`src/timer_unit_regs.svh`:
```
// Vector widths, field positions, reset values and prescaler masks for the timer unit.
`ifndef TIMER_UNIT_REGS_SVH
`define TIMER_UNIT_REGS_SVH

// Width of the interrupt flag and interrupt enable vectors.
`define IRQ_WIDTH 7
// Flag and enable bit positions; bit 0 doubles as low underflow in split mode.
`define IRQ_OVF_BIT 0
`define IRQ_HIGH_UNDERFLOW_BIT 1
`define IRQ_COMPARE_ZERO_BIT 4
// Reset values.
`define COUNT_RESET 16'h0000
`define FLAGS_RESET 7'h00
// Width of the prescaler counter and the divider masks, one per select code.
`define PRESCALE_WIDTH 10
`define DIV_MASK_1 10'h000
`define DIV_MASK_2 10'h001
`define DIV_MASK_4 10'h003
`define DIV_MASK_8 10'h007
`define DIV_MASK_16 10'h00F
`define DIV_MASK_64 10'h03F
`define DIV_MASK_256 10'h0FF
`define DIV_MASK_1024 10'h3FF

`endif

```
`src/timer_unit_pkg.sv`:
```
// Types shared by the timer unit and its prescaler.
package timer_unit_pkg;

   // Event input actions.
   typedef enum logic [2:0] {
      EVENT_ACTION_SELECT_POS_EDGE = 3'h0,
      EVENT_ACTION_SELECT_ANY_EDGE = 3'h1,
      EVENT_ACTION_SELECT_HIGH_LEVEL = 3'h2,
      EVENT_ACTION_SELECT_DIRECTION = 3'h3
   } event_action_select_t;

   // Control bits that software programs.
   typedef struct packed {
      logic enable;
      logic [2:0] prescaleSelect;
      logic splitEnable;
      logic countDown;
   } ctrl_t;

   // Event input configuration.
   typedef struct packed {
      logic countOnEventEnable;
      event_action_select_t eventActionSelect;
   } event_cfg_t;

   // Event generator outputs.
   typedef struct packed {
      logic overflowLowUnderflow;
      logic highUnderflow;
      logic [2:0] compare;
   } events_t;

endpackage : timer_unit_pkg

```
`src/timer_unit.sv`:
```
// Timer unit: normal and split counting, event generators, event input and interrupt flags.
`timescale 1ns/1ps
`default_nettype none
`include "timer_unit_regs.svh"
module timer_unit import timer_unit_pkg::*; (
   input wire logic mclk,
   input wire logic nrst,
   input wire ctrl_t ctrl,
   input wire logic hardResetCmd,
   input wire logic [15:0] period,
   input wire logic [15:0] compareValue [3],
   input wire event_cfg_t eventCfg,
   input wire logic eventIn,
   input wire logic [`IRQ_WIDTH-1:0] irqEnable,
   input wire logic flagClearWrite,
   input wire logic [`IRQ_WIDTH-1:0] flagClearData,
   output logic [15:0] countValue,
   output logic [`IRQ_WIDTH-1:0] irqFlags,
   output logic irqRequest,
   output events_t eventsOut
);

   logic tick;
   logic eventPrev_q;
   logic countStep;
   logic countDir;
   logic [15:0] count_d;
   logic [`IRQ_WIDTH-1:0] setVec;
   logic [`IRQ_WIDTH-1:0] flags_d;
   logic hardReset;
   events_t events_d;

   // A hard reset is only honoured while the unit is stopped.
   assign hardReset = hardResetCmd && !ctrl.enable;

   // Prescaler; no sleep input exists, so idle sleep changes nothing here.
   timer_prescaler prescaler (
      .mclk(mclk),
      .nrst(nrst),
      .run(ctrl.enable),
      .prescaleSelect(ctrl.prescaleSelect),
      .tick(tick)
   );

   // Normal-mode step and direction from the prescaler and the event input.
   always_comb begin
      countStep = 1'b0;
      countDir = ctrl.countDown;
      if (ctrl.enable && !ctrl.splitEnable) begin
         if (eventCfg.countOnEventEnable) begin
            case (eventCfg.eventActionSelect)
               EVENT_ACTION_SELECT_POS_EDGE: countStep = eventIn && !eventPrev_q;
               EVENT_ACTION_SELECT_ANY_EDGE: countStep = eventIn != eventPrev_q;
               EVENT_ACTION_SELECT_HIGH_LEVEL: countStep = tick && eventIn;
               EVENT_ACTION_SELECT_DIRECTION: begin
                  countStep = tick;
                  countDir = eventIn;
               end
               default: countStep = 1'b0;
            endcase
         end else begin
            countStep = tick;
         end
      end
   end

   // Next count and the conditions that raise flags and events together.
   always_comb begin
      count_d = countValue;
      setVec = '0;
      events_d = '0;
      if (ctrl.enable && ctrl.splitEnable && tick) begin
         // Both bytes count down only and reload from their period byte.
         if (countValue[7:0] == 8'h00) begin
            count_d[7:0] = period[7:0];
            setVec[`IRQ_OVF_BIT] = 1'b1;
         end else begin
            count_d[7:0] = countValue[7:0] - 8'h01;
         end
         if (countValue[15:8] == 8'h00) begin
            count_d[15:8] = period[15:8];
            setVec[`IRQ_HIGH_UNDERFLOW_BIT] = 1'b1;
         end else begin
            count_d[15:8] = countValue[15:8] - 8'h01;
         end
         for (int n = 0; n < 3; n++) begin
            if (countValue[7:0] == compareValue[n][7:0]) begin
               setVec[`IRQ_COMPARE_ZERO_BIT + n] = 1'b1;
            end
         end
      end else if (countStep) begin
         if (countDir) begin
            if (countValue == 16'h0000) begin
               count_d = period;
               setVec[`IRQ_OVF_BIT] = 1'b1;
            end else begin
               count_d = countValue - 16'h0001;
            end
         end else begin
            if (countValue == period) begin
               count_d = 16'h0000;
               setVec[`IRQ_OVF_BIT] = 1'b1;
            end else begin
               count_d = countValue + 16'h0001;
            end
         end
         for (int n = 0; n < 3; n++) begin
            if (countValue == compareValue[n]) begin
               setVec[`IRQ_COMPARE_ZERO_BIT + n] = 1'b1;
            end
         end
      end
      // Events mirror the flag set conditions bit for bit.
      events_d.overflowLowUnderflow = setVec[`IRQ_OVF_BIT];
      events_d.highUnderflow = setVec[`IRQ_HIGH_UNDERFLOW_BIT];
      events_d.compare = setVec[`IRQ_COMPARE_ZERO_BIT +: 3];
   end

   // Sticky flags: a new set beats a same-cycle write-one clear.
   always_comb begin
      flags_d = irqFlags;
      if (flagClearWrite) begin
         flags_d = flags_d & ~flagClearData;
      end
      flags_d = flags_d | setVec;
   end

   // Counter register; it is the readback path in both modes.
   always_ff @(posedge mclk or negedge nrst) begin
      if (!nrst) begin
         countValue <= `COUNT_RESET;
      end else if (hardReset) begin
         countValue <= `COUNT_RESET;
      end else begin
         countValue <= count_d;
      end
   end

   // Previous event level for the edge actions; the input is already synchronous.
   always_ff @(posedge mclk or negedge nrst) begin
      if (!nrst) begin
         eventPrev_q <= 1'b0;
      end else begin
         eventPrev_q <= eventIn;
      end
   end

   // Flags and the request are updated together so the request never lags a flag.
   always_ff @(posedge mclk or negedge nrst) begin
      if (!nrst) begin
         irqFlags <= `FLAGS_RESET;
         irqRequest <= 1'b0;
      end else if (hardReset) begin
         irqFlags <= `FLAGS_RESET;
         irqRequest <= 1'b0;
      end else begin
         irqFlags <= flags_d;
         irqRequest <= |(flags_d & irqEnable);
      end
   end

   // Event outputs, one cycle per condition.
   always_ff @(posedge mclk or negedge nrst) begin
      if (!nrst) begin
         eventsOut <= '0;
      end else if (hardReset) begin
         eventsOut <= '0;
      end else begin
         eventsOut <= events_d;
      end
   end

   // Each event pulse is accompanied by its flag.
   AST_EVENT_SETS_FLAG: assert property (@(posedge mclk) disable iff (!nrst)
      eventsOut.overflowLowUnderflow |-> irqFlags[`IRQ_OVF_BIT])
      else $error("Overflow event without its flag.");

   AST_CMP_EVENT_FLAG: assert property (@(posedge mclk) disable iff (!nrst)
      eventsOut.compare[0] |-> irqFlags[`IRQ_COMPARE_ZERO_BIT])
      else $error("Compare event without its flag.");

   // The high underflow event only follows a split-mode cycle.
   AST_HIGH_UNDERFLOW_SPLIT_ONLY: assert property (@(posedge mclk) disable iff (!nrst)
      eventsOut.highUnderflow |-> $past(ctrl.splitEnable))
      else $error("High underflow event outside split mode.");

   AST_IRQ_REQUEST: assert property (@(posedge mclk) disable iff (!nrst)
      irqRequest |-> |(irqFlags & $past(irqEnable)))
      else $error("Interrupt request without enabled flag.");

   AST_STOPPED_HOLDS: assert property (@(posedge mclk) disable iff (!nrst)
      (!ctrl.enable && !hardResetCmd) |=> $stable(countValue))
      else $error("Counter moved while disabled.");

   AST_HARD_RESET: assert property (@(posedge mclk) disable iff (!nrst)
      (hardResetCmd && !ctrl.enable) |=> (countValue == 16'h0000 && irqFlags == 7'h00))
      else $error("Hard reset did not clear the unit.");

   AST_FLAG_CLEAR: assert property (@(posedge mclk) disable iff (!nrst)
      (flagClearWrite && flagClearData[`IRQ_HIGH_UNDERFLOW_BIT] && !ctrl.splitEnable)
      |=> !irqFlags[`IRQ_HIGH_UNDERFLOW_BIT])
      else $error("Write-one did not clear the flag.");

   AST_DIR_DOWN: assert property (@(posedge mclk) disable iff (!nrst)
      (ctrl.enable && !ctrl.splitEnable && eventCfg.countOnEventEnable
       && eventCfg.eventActionSelect == EVENT_ACTION_SELECT_DIRECTION && eventIn && tick
       && countValue != 16'h0000 && !hardResetCmd)
      |=> countValue == $past(countValue) - 16'h0001)
      else $error("Direction mode did not count down.");

   AST_DIR_UP: assert property (@(posedge mclk) disable iff (!nrst)
      (ctrl.enable && !ctrl.splitEnable && eventCfg.countOnEventEnable
       && eventCfg.eventActionSelect == EVENT_ACTION_SELECT_DIRECTION && !eventIn && tick
       && countValue != period && !hardResetCmd)
      |=> countValue == $past(countValue) + 16'h0001)
      else $error("Direction mode did not count up.");

   AST_SPLIT_NO_EVENTS: assert property (@(posedge mclk) disable iff (!nrst)
      (ctrl.enable && ctrl.splitEnable && !tick && !hardResetCmd) |=> $stable(countValue))
      else $error("Split counter moved without a prescaler tick.");

endmodule : timer_unit
`default_nettype wire

```
`src/timer_prescaler.sv`:
```
// Prescaler that turns the peripheral clock into count ticks.
`timescale 1ns/1ps
`default_nettype none
`include "timer_unit_regs.svh"
module timer_prescaler import timer_unit_pkg::*; (
   input wire logic mclk,
   input wire logic nrst,
   input wire logic run,
   input wire logic [2:0] prescaleSelect,
   output logic tick
);

   logic [`PRESCALE_WIDTH-1:0] div_q;

   // Select code to divider mask.
   function automatic logic [`PRESCALE_WIDTH-1:0] divMask(input logic [2:0] sel);
      case (sel)
         3'h0: divMask = `DIV_MASK_1;
         3'h1: divMask = `DIV_MASK_2;
         3'h2: divMask = `DIV_MASK_4;
         3'h3: divMask = `DIV_MASK_8;
         3'h4: divMask = `DIV_MASK_16;
         3'h5: divMask = `DIV_MASK_64;
         3'h6: divMask = `DIV_MASK_256;
         default: divMask = `DIV_MASK_1024;
      endcase
   endfunction : divMask

   // Free counter cleared while stopped, so the first tick always comes a full period late.
   always_ff @(posedge mclk or negedge nrst) begin
      if (!nrst) begin
         div_q <= '0;
         tick <= 1'b0;
      end else if (!run) begin
         div_q <= '0;
         tick <= 1'b0;
      end else begin
         div_q <= div_q + 1'b1;
         tick <= ((div_q & divMask(prescaleSelect)) == divMask(prescaleSelect));
      end
   end

endmodule : timer_prescaler
`default_nettype wire

```
`config.mk`:
```
export PLATFORM = sky130hd
export DESIGN_NAME = timer_unit
export DESIGN_NICKNAME = d
export VERILOG_FILES = /design/src/timer_unit_pkg.sv /design/src/timer_unit.sv /design/src/timer_prescaler.sv
export VERILOG_INCLUDE_DIRS = /design/src
export SDC_FILE = /design/constraint.sdc
export NUM_CORES = 1
export LEC_CHECK = 0
export ABC_AREA = 1
export ABC_CLOCK_PERIOD_IN_PS = 5100
export BUFFER_PORTS_ARGS = -buffer_cell sky130_fd_sc_hd__buf_2
export CAP_MARGIN = 20
export CORE_MARGIN = 10
export CORE_UTILIZATION = 57
export DETAILED_ROUTE_END_ITERATION = 7
export GPL_ROUTABILITY_DRIVEN = 0
export HOLD_SLACK_MARGIN = 0.12
export PLACE_DENSITY = 0.86
export SYNTH_ARGS = -nofsm -noshare
export SYNTH_HDL_FRONTEND = slang
export SYNTH_SLANG_ARGS = --single-unit
export TNS_END_PERCENT = 20
```
`constraint.sdc`:
```
create_clock -name mclk -period 5.1 [get_ports mclk]
set_clock_uncertainty 0.05 [all_clocks]
set_input_delay 0.51 -clock mclk [delete_from_list [all_inputs] [get_ports mclk]]
set_output_delay 0.51 -clock mclk [all_outputs]
set_load 0.05 [all_outputs]
```
==> flow_metrics.py <==
metrics = {
    "clock_network": {
        "cts_hold_buf": 0,
        "clkTransAtPathRegs_ns": 0.08,
        "post_cts_resized": 0,
        "post-cts-setup-buffers": 0,
        "clkLatencyLatePin_ns": 0.30,
        "cts.path.max_buffers": 2,
        "numCtsBuffers": 5,
        "clock_sinks": 41,
        "cts_tree": "yes",
        "cts_root_buf": "clkbuf_8",
        "cts_max_level": 2,
    },
    "critical_path": {
        "crit_type": "reg2reg",
        "worstPathArrival_ns": 2.81,
        "startpoint_type": "flop",
        "required_ns": 5.27,
        "worstPathMaxFanout": 14,
        "critPathCaptureType": "flop",
    },
    "yosys": {
        "synth_edf_count": 0,
        "yosysMostFrequentCell": "nand2_1",
        "syn-num-nets": 710,
        "synth_common_cells": "150 x nand2_1, 68 x nor2_1, 57 x inv_1",
        "synth_top_area_cell": "dfrtp_1",
        "synth.top_cell.area_share_pct": 25.0,
        "async_reset_ff_share_pct": 100,
        "synth.area.top_cells": "dfrtp_1 25%, nand2_1 14%, xor2_1 11%",
        "yosysUniqueCellTypes": 44,
        "syn_area_per_cell_um2": 6.71,
        "ys.warnings.count": 0,
        "netlist_area_um2": 4100,
        "synthFlopType": "dfrtp_1",
        "seq_area_frac_synth_pct": 25.0,
        "syn-instance-count": 611,
        "ys_seq_elements": 41,
    },
    "die": {
        "core_area_um2": 6910,
        "start_util_pct": 59.3,
        "die_w_um": 105,
        "die-area_um2": 11000,
        "rows": 30,
        "die_h_um": 105,
        "io_pins": 122,
    },
    "layout": {
        "syn_to_final_growth_pct": 16.2,
        "layout.nets": 817,
        "n_antenna_cell": 0,
        "drive_gt1_share_pct": 23.7,
    },
    "timing": {
        "tns_ns": 0,
        "slew_violations": 0,
        "hold_viol": 0,
        "worstMarginPinSlew_ns": 0.956,
        "rsz0062_at_grt": "no",
        "setup_viol": 0,
        "period_share_pct": 51.7,
        "relSlewSlack_pct": 36.3,
        "max_freq_ghz": 0.379,
        "hold-worst-slack_ns": 0.299,
        "fin_crit_ns": 2.64,
    },
    "power_and_ir_drop": {
        "powerDensity_nw_per_um2": 395,
        "power.leakage_nw": 2.55,
        "peakVddDrop_mv": 0.217,
    },
    "global_routing": {
        "grt_overflow": 0,
        "grt_max_degree": 42,
        "gr-usage-all-layers_pct": 22.3,
        "antenna_found_initial": 0,
        "grt_pass1_vias": 4411,
        "grt_pass1_wl_um": 20900,
    },
    "drt": {
        "drc": 0,
        "drtIter0Drc": 500,
        "drt_wl_total_um": 12900,
        "via_per_inst": 5.58,
        "wl_per_cell_um": 15.8,
        "drtAntennaViolNets": 0,
        "num_vias": 4542,
        "first_pass_iters": 7,
    },
    "flow_run": {
        "cap_viol_max_count": 0,
    },
    "placement": {
        "port_buffers": 121,
        "hpwlAfterDp_um": 10300,
    },
    "hold_path": {
        "min_path_type": "in2async",
    },
    "status": {
        "status": "completed",
    },
}
-- layout make-up --
| class | count | area (µm²) |
|---|---|---|
| Timing Repair Buffer | 121 | 606 |
| Sequential cell | 41 | 1030 |
| Tap cell | 96 | 120 |
| Multi-Input combinational cell | 480 | 2650 |
| Fill cell | 625 | 2140 |
| Clock inverter | 2 | 35.0 |
| Inverter | 69 | 262 |
| Clock buffer | 5 | 68.8 |
-- per-stage QoR --
stage                     cell area (µm²)  cells  utilization, %  power, W  setup slack, ns
after CTS                            4760    814            69.0   0.00186             2.56
after detailed placement             4660    807            67.5   0.00160             2.48
after global routing                 4760    814            69.0   0.00201             2.31
final                                4760    814            69.0   0.00188             2.46
after floorplan                      4100    611               -   0.00138             2.77
after global placement               4660    807            67.5   0.00157             2.56
-- report_power, final --
part / leakage (nW) / switching [W] / internal, W
clock network: 0.0540 / 0.000114 / 0.000142
logic: 1.93 / 0.000722 / 0.000381
registers: 0.557 / 0.000154 / 0.000367
-- routing by layer --
layer / wire length (µm) / vias up / GRT usage (%)
li1: - / 2182 / -
met1: 4840 / 2047 / 26.6
met2: 6460 / 270 / 38.2
met3: 1260 / 43 / 4.98
met4: 331 / 0 / 8.33
met5: 0 / - / 0
-- critical path, stage by stage (launching register included) --
cell and delay, ns:
dfrtp_1 0.55, clkinv_1 0.24, ha_1 0.24, nand3_1 0.16
nor2_2 0.21, nand3_4 0.16, nor2_4 0.39, a21oi_1 0.16
o21a_1 0.15, o21ai_0 0.07, nand3_1 0.09, o21ai_0 0.08
-- registers in the layout (all words and copies together) (netlist names) --
| register | count |
|---|---|
| irqRequest | 1 |
| eventPrev_q | 1 |
| countValue | 16 |
| irqFlags | 7 |
| eventsOut | 5 |
| prescaler.tick | 1 |
| prescaler.div_q | 10 |
-- cells in the final DEF, fill, tap and decap left out, drive strengths merged, types with 12 or more instances in the layout --
master,n
a21oi,43
o21ai,37
nand2,155
xnor2,12
inv,65
dfrtp,41
xor2,53
nand3,38
buf,121
nor2,78
-- cell families (layout without fill, tap and decap cells) --
family | Yosys count | in the layout | synth area share (%)
compound gates | 106 | 106 | 15.3
xor+xnor | 65 | 65 | 13.9
fa+ha+maj | 6 | 6 | 1.83
buf+inv | 90 | 197 | 10.4
flops | 41 | 41 | 25.0
simple gates | 303 | 303 | 33.6
-- worst paths after layout --
check / startpoint / endpoint / slack [ns] / cells after the start
setup reg to reg: countValue[8] / countValue[8] / 2.46 / 11
max in group asynchronous: nrst / irqFlags[0] / 4.09 / 1
hold / removal: nrst / prescaler.div_q[1] / 0.30 / 1
hold reg to reg: prescaler.div_q[4] / prescaler.div_q[4] / 0.46 / 1
min in group mclk: eventIn / eventPrev_q / 0.32 / 1
setup / recovery: countValue[8] / countValue[8] / 2.46 / 11
(Power assumes the default switching activity.)
